===== config.mk =====
export PLATFORM = sky130hd
export DESIGN_NAME = eifs_top
export DESIGN_NICKNAME = d
export VERILOG_FILES = /design/src/core/eifs_pkg.sv /design/src/core/eifs_top.sv
export VERILOG_INCLUDE_DIRS = /design/src /design/src/core
export SDC_FILE = /design/constraint.sdc
export NUM_CORES = 1
export LEC_CHECK = 0
export ABC_AREA = 0
export BUFFER_PORTS_ARGS = -buffer_cell sky130_fd_sc_hd__clkbuf_2
export CAP_MARGIN = 40
export CORE_MARGIN = 3
export CORE_UTILIZATION = 55
export DETAILED_ROUTE_END_ITERATION = 10
export GPL_TIMING_DRIVEN = 0
export PLACE_DENSITY = 0.78
export SKIP_CTS_REPAIR_TIMING = 1
export SLEW_MARGIN = 15
export SYNTH_ARGS = -nofsm -noshare
export SYNTH_HDL_FRONTEND = slang
export SYNTH_SLANG_ARGS = --single-unit

===== constraint.sdc =====
create_clock -name CLK_SYS -period 3 [get_ports CLK_SYS]
set_input_delay 0.15 -clock CLK_SYS [delete_from_list [all_inputs] [get_ports CLK_SYS]]
set_output_delay 0.15 -clock CLK_SYS [all_outputs]
set_load 0.03 [all_outputs]

===== src/core/eifs_params.svh =====
`ifndef EIFS_PARAMS_SVH
`define EIFS_PARAMS_SVH

// ----------------------------------------
// Register byte addresses
// ----------------------------------------
`define EIFS_ADDR_FILTER_SEL 4'h0
`define EIFS_ADDR_DISABLE_SEL 4'h4
`define EIFS_ADDR_STATUS 4'h8

// ----------------------------------------
// Field positions
// ----------------------------------------
`define EIFS_SYNC_BIT 0
`define EIFS_QUAL_BIT 1
`define EIFS_CH_STRIDE 8
`define EIFS_DIS_GPIO_BIT 0
`define EIFS_DIS_ERR_BIT 1

// ----------------------------------------
// Reset values
// ----------------------------------------
`define EIFS_FILTER_SEL_RST 32'h01010101
`define EIFS_DISABLE_SEL_RST 32'h00000001

// ----------------------------------------
// Qualifier span
// ----------------------------------------
`define EIFS_QUAL_BITS 6
`define EIFS_QUAL_MAX 6'h3F

`endif


===== src/core/eifs_pkg.sv =====
package eifs_pkg;
  typedef enum {
    EIFS_SYNC_ONLY,
    EIFS_QUALIFIED
  } eifs_mode_e;
  typedef logic [31:0] eifs_word_t;
endpackage


===== src/core/eifs_top.sv =====
`timescale 1ns/100ps
`include "eifs_params.svh"
module eifs_top
(
  // Clock and reset
  input wire logic CLK_SYS,
  input wire logic SYS_RST,
  // Avalon-MM slave
  input wire logic [3:0] AVS_ADDRESS,
  input wire logic AVS_READ,
  input wire logic AVS_WRITE,
  input wire logic [31:0] AVS_WRITEDATA,
  input wire logic [3:0] AVS_BYTEENABLE,
  output logic [31:0] AVS_READDATA,
  output logic AVS_WAITREQUEST,
  output logic [1:0] AVS_RESPONSE,
  // Privilege of the current access
  input wire logic AVS_PRIVILEGED,
  // Encoder pins and sources
  input wire logic QUAD_INPUT_A,
  input wire logic QUAD_INPUT_B,
  input wire logic QUAD_INDEX_INPUT,
  input wire logic QUAD_STROBE_INPUT,
  input wire logic QUAD_ERROR_FLAG,
  input wire logic GPIO_A_BIT5,
  // Conditioned outputs
  output logic [3:0] QUAD_COND_OUT,
  output logic TIMER_PIN_DISABLE_IN
);

  // ----------------------------------------
  // Registers and bus
  // ----------------------------------------
  // Control registers
  eifs_pkg::eifs_word_t filter_sel_ff;
  eifs_pkg::eifs_word_t disable_sel_ff;
  logic ack_ff;

  // Pin conditioning state
  logic [3:0] raw_in;
  logic [3:0] sync1_ff;
  logic [3:0] sync2_ff;
  logic [3:0] qual_ff;
  logic [3:0] cond_ff;
  logic err_sync1_ff;
  logic err_sync2_ff;
  logic [3:0] mode_qual;
  logic err_src_sel;

  // Bus decode
  logic bus_req;
  logic wr_ok;
  logic addr_hit;
  logic wr_filter;
  logic wr_disable;
  logic resp_err;
  eifs_pkg::eifs_word_t status_word;
  eifs_pkg::eifs_word_t rd_mux;

  assign raw_in = {QUAD_STROBE_INPUT, QUAD_INDEX_INPUT, QUAD_INPUT_B, QUAD_INPUT_A};

  // ----------------------------------------
  // Bus decode
  // ----------------------------------------
  // A request is taken once; ack_ff blocks a second take while it is answered
  assign bus_req = (AVS_READ | AVS_WRITE) & ~ack_ff;
  assign addr_hit = (AVS_ADDRESS == `EIFS_ADDR_FILTER_SEL) ||
                    (AVS_ADDRESS == `EIFS_ADDR_DISABLE_SEL) ||
                    (AVS_ADDRESS == `EIFS_ADDR_STATUS);
  // Write lands on the edge where the master sees waitrequest low
  // Non-privileged writes are dropped and answered with an error
  assign wr_ok = AVS_WRITE & ack_ff & AVS_PRIVILEGED;
  assign wr_filter = wr_ok & (AVS_ADDRESS == `EIFS_ADDR_FILTER_SEL);
  assign wr_disable = wr_ok & (AVS_ADDRESS == `EIFS_ADDR_DISABLE_SEL);
  // Status is read-only: a write there is accepted and ignored
  assign resp_err = ~addr_hit | (AVS_WRITE & ~AVS_PRIVILEGED);
  // Lets software see live conditioned levels and modes
  assign status_word = {23'h000000, TIMER_PIN_DISABLE_IN, mode_qual, cond_ff};

  // Unmapped addresses read as zero
  always_comb
  begin
    unique case (AVS_ADDRESS)
      `EIFS_ADDR_FILTER_SEL: rd_mux = filter_sel_ff;
      `EIFS_ADDR_DISABLE_SEL: rd_mux = disable_sel_ff;
      `EIFS_ADDR_STATUS: rd_mux = status_word;
      default: rd_mux = 32'h00000000;
    endcase
  end

  // ----------------------------------------
  // Bus handshake
  // ----------------------------------------
  // One wait cycle, then an answer on the next edge
  always_ff @(posedge CLK_SYS)
  begin
    if (SYS_RST)
      ack_ff <= 1'b0;
    else
      ack_ff <= bus_req;
  end

  always_ff @(posedge CLK_SYS)
  begin
    if (SYS_RST)
      AVS_WAITREQUEST <= 1'b1;
    else
      AVS_WAITREQUEST <= ~bus_req;
  end

  // ----------------------------------------
  // Bus response
  // ----------------------------------------
  // Error code is valid only while waitrequest is low
  always_ff @(posedge CLK_SYS)
  begin
    if (SYS_RST)
      AVS_RESPONSE <= 2'h0;
    else if (bus_req)
      AVS_RESPONSE <= resp_err ? 2'h2 : 2'h0;
    else
      AVS_RESPONSE <= 2'h0;
  end

  // ----------------------------------------
  // Control registers
  // ----------------------------------------
  // Byte enables pick lanes; other lanes keep their value
  always_ff @(posedge CLK_SYS)
  begin
    if (SYS_RST)
      filter_sel_ff <= `EIFS_FILTER_SEL_RST;
    else if (wr_filter)
    begin
      for (int i = 0; i < 4; i++)
        if (AVS_BYTEENABLE[i])
          filter_sel_ff[i*8 +: 8] <= AVS_WRITEDATA[i*8 +: 8];
    end
  end

  always_ff @(posedge CLK_SYS)
  begin
    if (SYS_RST)
      disable_sel_ff <= `EIFS_DISABLE_SEL_RST;
    else if (wr_disable)
    begin
      for (int i = 0; i < 4; i++)
        if (AVS_BYTEENABLE[i])
          disable_sel_ff[i*8 +: 8] <= AVS_WRITEDATA[i*8 +: 8];
    end
  end

  always_ff @(posedge CLK_SYS)
  begin
    if (SYS_RST)
      AVS_READDATA <= 32'h00000000;
    // Captured at the taking edge, so it stands while waitrequest is low
    else if (AVS_READ && !ack_ff)
      AVS_READDATA <= rd_mux;
  end

  // ----------------------------------------
  // Per-channel conditioning
  // ----------------------------------------
  // Only the exact pattern sync=0,qual=1 qualifies; the illegal 0/0 falls back to sync-only
  genvar ch;
  generate
    for (ch = 0; ch < 4; ch++)
    begin : g_chan
      logic [`EIFS_QUAL_BITS-1:0] cnt_ff;
      eifs_pkg::eifs_mode_e mode;
      logic lvl_held;
      logic span_done;

      // ----------------------------------------
      // Mode decode
      // ----------------------------------------
      // Each channel decodes its own byte of the filter register
      assign mode_qual[ch] = ~filter_sel_ff[ch*`EIFS_CH_STRIDE + `EIFS_SYNC_BIT] &
                             filter_sel_ff[ch*`EIFS_CH_STRIDE + `EIFS_QUAL_BIT];
      assign mode = mode_qual[ch] ? eifs_pkg::EIFS_QUALIFIED
                                  : eifs_pkg::EIFS_SYNC_ONLY;

      // ----------------------------------------
      // Synchronizer
      // ----------------------------------------
      // Two-stage synchronizer, first stage read only by the second
      always_ff @(posedge CLK_SYS)
      begin
        if (SYS_RST)
        begin
          sync1_ff[ch] <= 1'b0;
          sync2_ff[ch] <= 1'b0;
        end
        else
        begin
          sync1_ff[ch] <= raw_in[ch];
          sync2_ff[ch] <= sync1_ff[ch];
        end
      end

      // ----------------------------------------
      // Qualifier
      // ----------------------------------------
      // Six bits give a 64-cycle span; a shorter pulse never reaches the output
      assign lvl_held = (sync2_ff[ch] == qual_ff[ch]);
      assign span_done = (cnt_ff == `EIFS_QUAL_MAX);

      // Qualifier restarts whenever the synced level matches its held output
      always_ff @(posedge CLK_SYS)
      begin
        if (SYS_RST)
        begin
          cnt_ff <= '0;
          qual_ff[ch] <= 1'b0;
        end
        else if (lvl_held)
          cnt_ff <= '0;
        else if (span_done)
        begin
          qual_ff[ch] <= sync2_ff[ch];
          cnt_ff <= '0;
        end
        else
          cnt_ff <= cnt_ff + 1'b1;
      end

      // ----------------------------------------
      // Output select
      // ----------------------------------------
      // Entering qualified mode shows the qualifier's held level at once
      always_ff @(posedge CLK_SYS)
      begin
        if (SYS_RST)
          cond_ff[ch] <= 1'b0;
        else
        begin
          unique case (mode)
            eifs_pkg::EIFS_QUALIFIED: cond_ff[ch] <= qual_ff[ch];
            eifs_pkg::EIFS_SYNC_ONLY: cond_ff[ch] <= sync2_ff[ch];
          endcase
        end
      end
    end
  endgenerate

  // ----------------------------------------
  // Conditioned outputs
  // ----------------------------------------
  assign QUAD_COND_OUT = cond_ff;

  // ----------------------------------------
  // Timer disable source
  // ----------------------------------------
  // Reset to the inverted idle flag, so no false disable follows reset
  always_ff @(posedge CLK_SYS)
  begin
    if (SYS_RST)
    begin
      err_sync1_ff <= 1'b1;
      err_sync2_ff <= 1'b1;
    end
    else
    begin
      err_sync1_ff <= ~QUAD_ERROR_FLAG;
      err_sync2_ff <= err_sync1_ff;
    end
  end

  // ----------------------------------------
  // Disable output select
  // ----------------------------------------
  // Only the exact pattern gpio=0,err=1 picks the error flag; 0/0 falls back to GPIO
  assign err_src_sel = ~disable_sel_ff[`EIFS_DIS_GPIO_BIT] &
                       disable_sel_ff[`EIFS_DIS_ERR_BIT];

  // Output flop adds one cycle even to the direct GPIO path, needed for a registered output
  always_ff @(posedge CLK_SYS)
  begin
    if (SYS_RST)
      TIMER_PIN_DISABLE_IN <= 1'b1;
    else if (err_src_sel)
      TIMER_PIN_DISABLE_IN <= err_sync2_ff;
    else
      TIMER_PIN_DISABLE_IN <= GPIO_A_BIT5;
  end

endmodule


==> metrics.md <==
| Metric | Value |
|---|---|
| Worst R2R Start | `ack_ff$_SDFF_PP0_` |
| Final Hold Viols | `2` |
| Setup TNS | `0 ns` |
| Minimum clock period | `1.79 ns` |
| Psw | `1010 uW` |
| # diodes | `0` |
| Worst hold path type | `in2reg` |
| Ys Warns | `0` |
| Placed Cells | `848` |
| Sequential Power Share | `0.436` |
| Tot Pwr | `4390 uW` |
| RSZ-0062 raised after global routing | `no` |
| Mean area per synthesized cell | `9.23 sq um` |
| Slew of the pin with the lowest slew margin | `0.751 ns` |
| DP Wirelength | `10300 um` |
| Die Area | `11800 sq um` |
| Post-synthesis sequential area ratio | `0.490` |
| CP arrival | `2.25 ns` |
| CP Capture Point | `AVS_READDATA[27]$_SDFFE_PP0P_` |
| Final worst-path cycle share | `0.597` |
| CTS Buf Count | `17` |
| Worst-path fanout max | `10` |
| Die Height | `109 um` |
| First-pass GRT wire length | `24100 um` |
| 1st-iter DRT viols | `297` |
| Starting density of the core | `0.580` |
| Internal | `3390 uW` |
| Cell Pwr Density | `593 nW/um^2` |
| CTS root buf | `clkbuf_8` |
| TritonRoute pass-1 iters | `5` |
| Total grt overflow | `0` |
| Syn Nets | `683` |
| CTS tree | `yes` |
| Worst-Skew Late Latency | `0.53 ns` |
| CP required | `3.46 ns` |
| Initial antenna violation count | `0` |
| Comb power frac | `0.065` |
| CTS Buffer Depth | `2` |
| Share of layout cells above drive strength 1 | `0.202` |
| Mapped Cells | `628` |
| Status | `finished with violations` |
| DIE WIDTH | `109 um` |
| Vias/cell | `5.58` |
| Max-cap violation count | `0` |
| # nets final | `828` |
| Net Sw Frac | `0.230` |
| Flop2flop setup slack | `1.21 ns` |
| Final ANT Viol Nets | `0` |
| Vias in the first global route | `5005` |
| Worst R2R End | `AVS_READDATA[27]$_SDFFE_PP0P_` |
| Failing checks | `hold timing` |
| Slew margin rel. | `0.496` |
| Routed wire length | `15800 um` |
| Clock power share | `0.499` |
| Layout Cells excl Fill | `919` |
| Routability cong. | `0.837` |
| # rows | `36` |
| Reg2reg path depth | `5` |
| Wire per inst | `17.1 um` |
| Ports | `91` |
| Largest net degree at the start of global routing | `17` |
| Clock Skew | `0.00481 ns` |
| Peak supply drop | `0.323 mV` |
| Crit Path Class | `reg2reg` |
| # clock sinks | `142` |
| CTS H-tree depth | `4` |
| Syn-to-layout area delta | `27.8%` |
| Total GRT Usage | `0.266` |
| Filler instances | `698` |
| Core Util, Final | `0.741` |
| Crit. Startpoint | `ack_ff$_SDFF_PP0_` |
| Fmax | `558 MHz` |
| Crit path launch type | `flip-flop` |
| Clock-pin slew on the worst setup and hold paths | `0.06 ns` |
| Flop and latch count out of synthesis | `142` |
| # DRC | `0` |
| Netlist cell types | `31` |
| Core ar. | `10000 sq um` |
| CP endpoint kind | `flip-flop` |
| Worst hold slack | `-0.0302 ns` |
| # port buffers | `87` |
| Setup violations, final | `0` |
| Mapped Area | `5800 sq um` |
| Leak | `0.00315 uW` |
| Routed via count | `5126` |
| Slew Limit Fails | `0` |
-- cells by family after synthesis --
kind of cell	share of synthesized area
and+or+nand+nor	0.202
DFF	0.490
muxes	0.171
AOI/OAI and AO/OA	0.0676
buffers and inverters	0.0354
xor gates and xnor gates	0.0242
adders and majority gates	0.00863
other	0.000647
-- flip-flops by register name, summed over array words and instances, names as in the netlist --
signal                flops
sync1_ff                  4
err_sync1_ff              1
AVS_WAITREQUEST           1
filter_sel_ff            32
sync2_ff                  4
QUAD_COND_OUT             4
g_chan.cnt_ff            24
qual_ff                   4
err_sync2_ff              1
disable_sel_ff           32
AVS_READDATA             32
AVS_RESPONSE              1
TIMER_PIN_DISABLE_IN      1
ack_ff                    1
-- worst min-delay path by stage --
stage | startpoint | to | slack [ns] | cells after the start
after floorplan | QUAD_ERROR_FLAG | err_sync1_ff$_SDFF_PP1_ | 0.21 | 1
after detailed placement | QUAD_ERROR_FLAG | err_sync1_ff$_SDFF_PP1_ | 0.31 | 2
final | AVS_READ | AVS_WAITREQUEST$_SDFF_PP1_ | -0.03 | 2
after global routing | AVS_PRIVILEGED | AVS_RESPONSE[1]$_SDFF_PP0_ | 0.002 | 3
after global placement | QUAD_ERROR_FLAG | err_sync1_ff$_SDFF_PP1_ | 0.31 | 2
after CTS | QUAD_ERROR_FLAG | err_sync1_ff$_SDFF_PP1_ | -0.23 | 2
-- critical path: stages (launching register included) --
cell      delay [ns]
dfxtp_1         0.34
nor2b_1         0.17
clkbuf_1        0.45
clkbuf_1        0.43
nand3_1         0.16
a21oi_1         0.16
-- stage by stage --
step / worst slack, ns / instance area [sq um] / hold WS [ns]
after detailed placement: 1.26 / 6400 / 0.312
after floorplan: 1.67 / 5800 / 0.212
after CTS: 1.26 / 7020 / -0.233
after global routing: 1.04 / 7410 / 0.00190
after global placement: 1.31 / 6400 / 0.312
final: 1.21 / 7410 / -0.0302
-- layer usage --
metal	part of all wire	wire length [um]	track usage
met1	0.41	6420	0.328
met2	0.49	7690	0.434
met3	0.068	1070	0.0663
met4	0.037	583	0.130
met5	0	0	0
-- synthesized netlist by cell type --
cell | instances | area, sq um
ha_1 | 4 | 50.1
conb_1 | 1 | 3.75
a31oi_1 | 1 | 6.26
nand2_1 | 125 | 469
dfxtp_1 | 142 | 2840
nand2b_1 | 3 | 18.8
nor2b_1 | 14 | 87.6
a21oi_1 | 41 | 205
or2_2 | 1 | 6.26
inv_1 | 10 | 37.5
and3b_1 | 10 | 87.6
buf_2 | 5 | 25.0
o21ai_0 | 23 | 115
o211ai_1 | 4 | 30.0
a2bb2oi_1 | 4 | 35.0
mux2_2 | 23 | 259
or3_1 | 8 | 50.1
nor4_4 | 1 | 21.3
nand3_1 | 39 | 195
nor2_1 | 35 | 131
nor3_1 | 1 | 5.00
nand4_1 | 1 | 6.26
mux2i_1 | 73 | 731
clkbuf_1 | 27 | 101
and3_1 | 5 | 31.3
buf_4 | 5 | 37.5
xnor2_1 | 4 | 35.0
nand3_2 | 4 | 40.0
xor2_1 | 12 | 105
nor4b_4 | 1 | 23.8
buf_1 | 1 | 3.75
-- final cells by class --
class | count | area [sq um] | area share
Clock inverter | 14 | 193 | 0.0260
Timing Repair Buffer | 126 | 826 | 0.111
Clock buffer | 18 | 428 | 0.0578
Buffer | 38 | 168 | 0.0226
Multi-Input combinational cell | 438 | 2750 | 0.371
Inverter | 10 | 37.5 | 0.00507
Sequential cell | 142 | 2840 | 0.384
Tap cell | 133 | 166 | 0.0225
-- cell usage in the layout, fill, tap and decap left out, drive strengths merged --
master         n
and3           5
nor2          35
or2            1
clkinvlp       3
mux2          23
clkinv         7
xor2          12
dlygate4sd3   39
nand2        125
o211ai         4
or3            8
conb           1
xnor2          4
nand4          1
nand2b         3
a31oi          1
nor4b          1
bufinv         4
nor4           1
a21oi         41
clkbuf       132
nor2b         14
o21ai         23
and3b         10
mux2i         73
ha             4
nand3         43
a2bb2oi        4
inv           10
dfxtp        142
buf           11
nor3           1
-- power by group through the flow --
stage / registers [uW] / logic (uW) / clock network [uW]
finish: 1920 / 284 / 2190
global route: 1920 / 306 / 2290
CTS: 1920 / 238 / 2200
detailed placement: 1960 / 235 / 0
global placement: 1960 / 228 / 0
floorplan: 1970 / 118 / 0
Note: power is estimated with default switching activity, not from simulation.
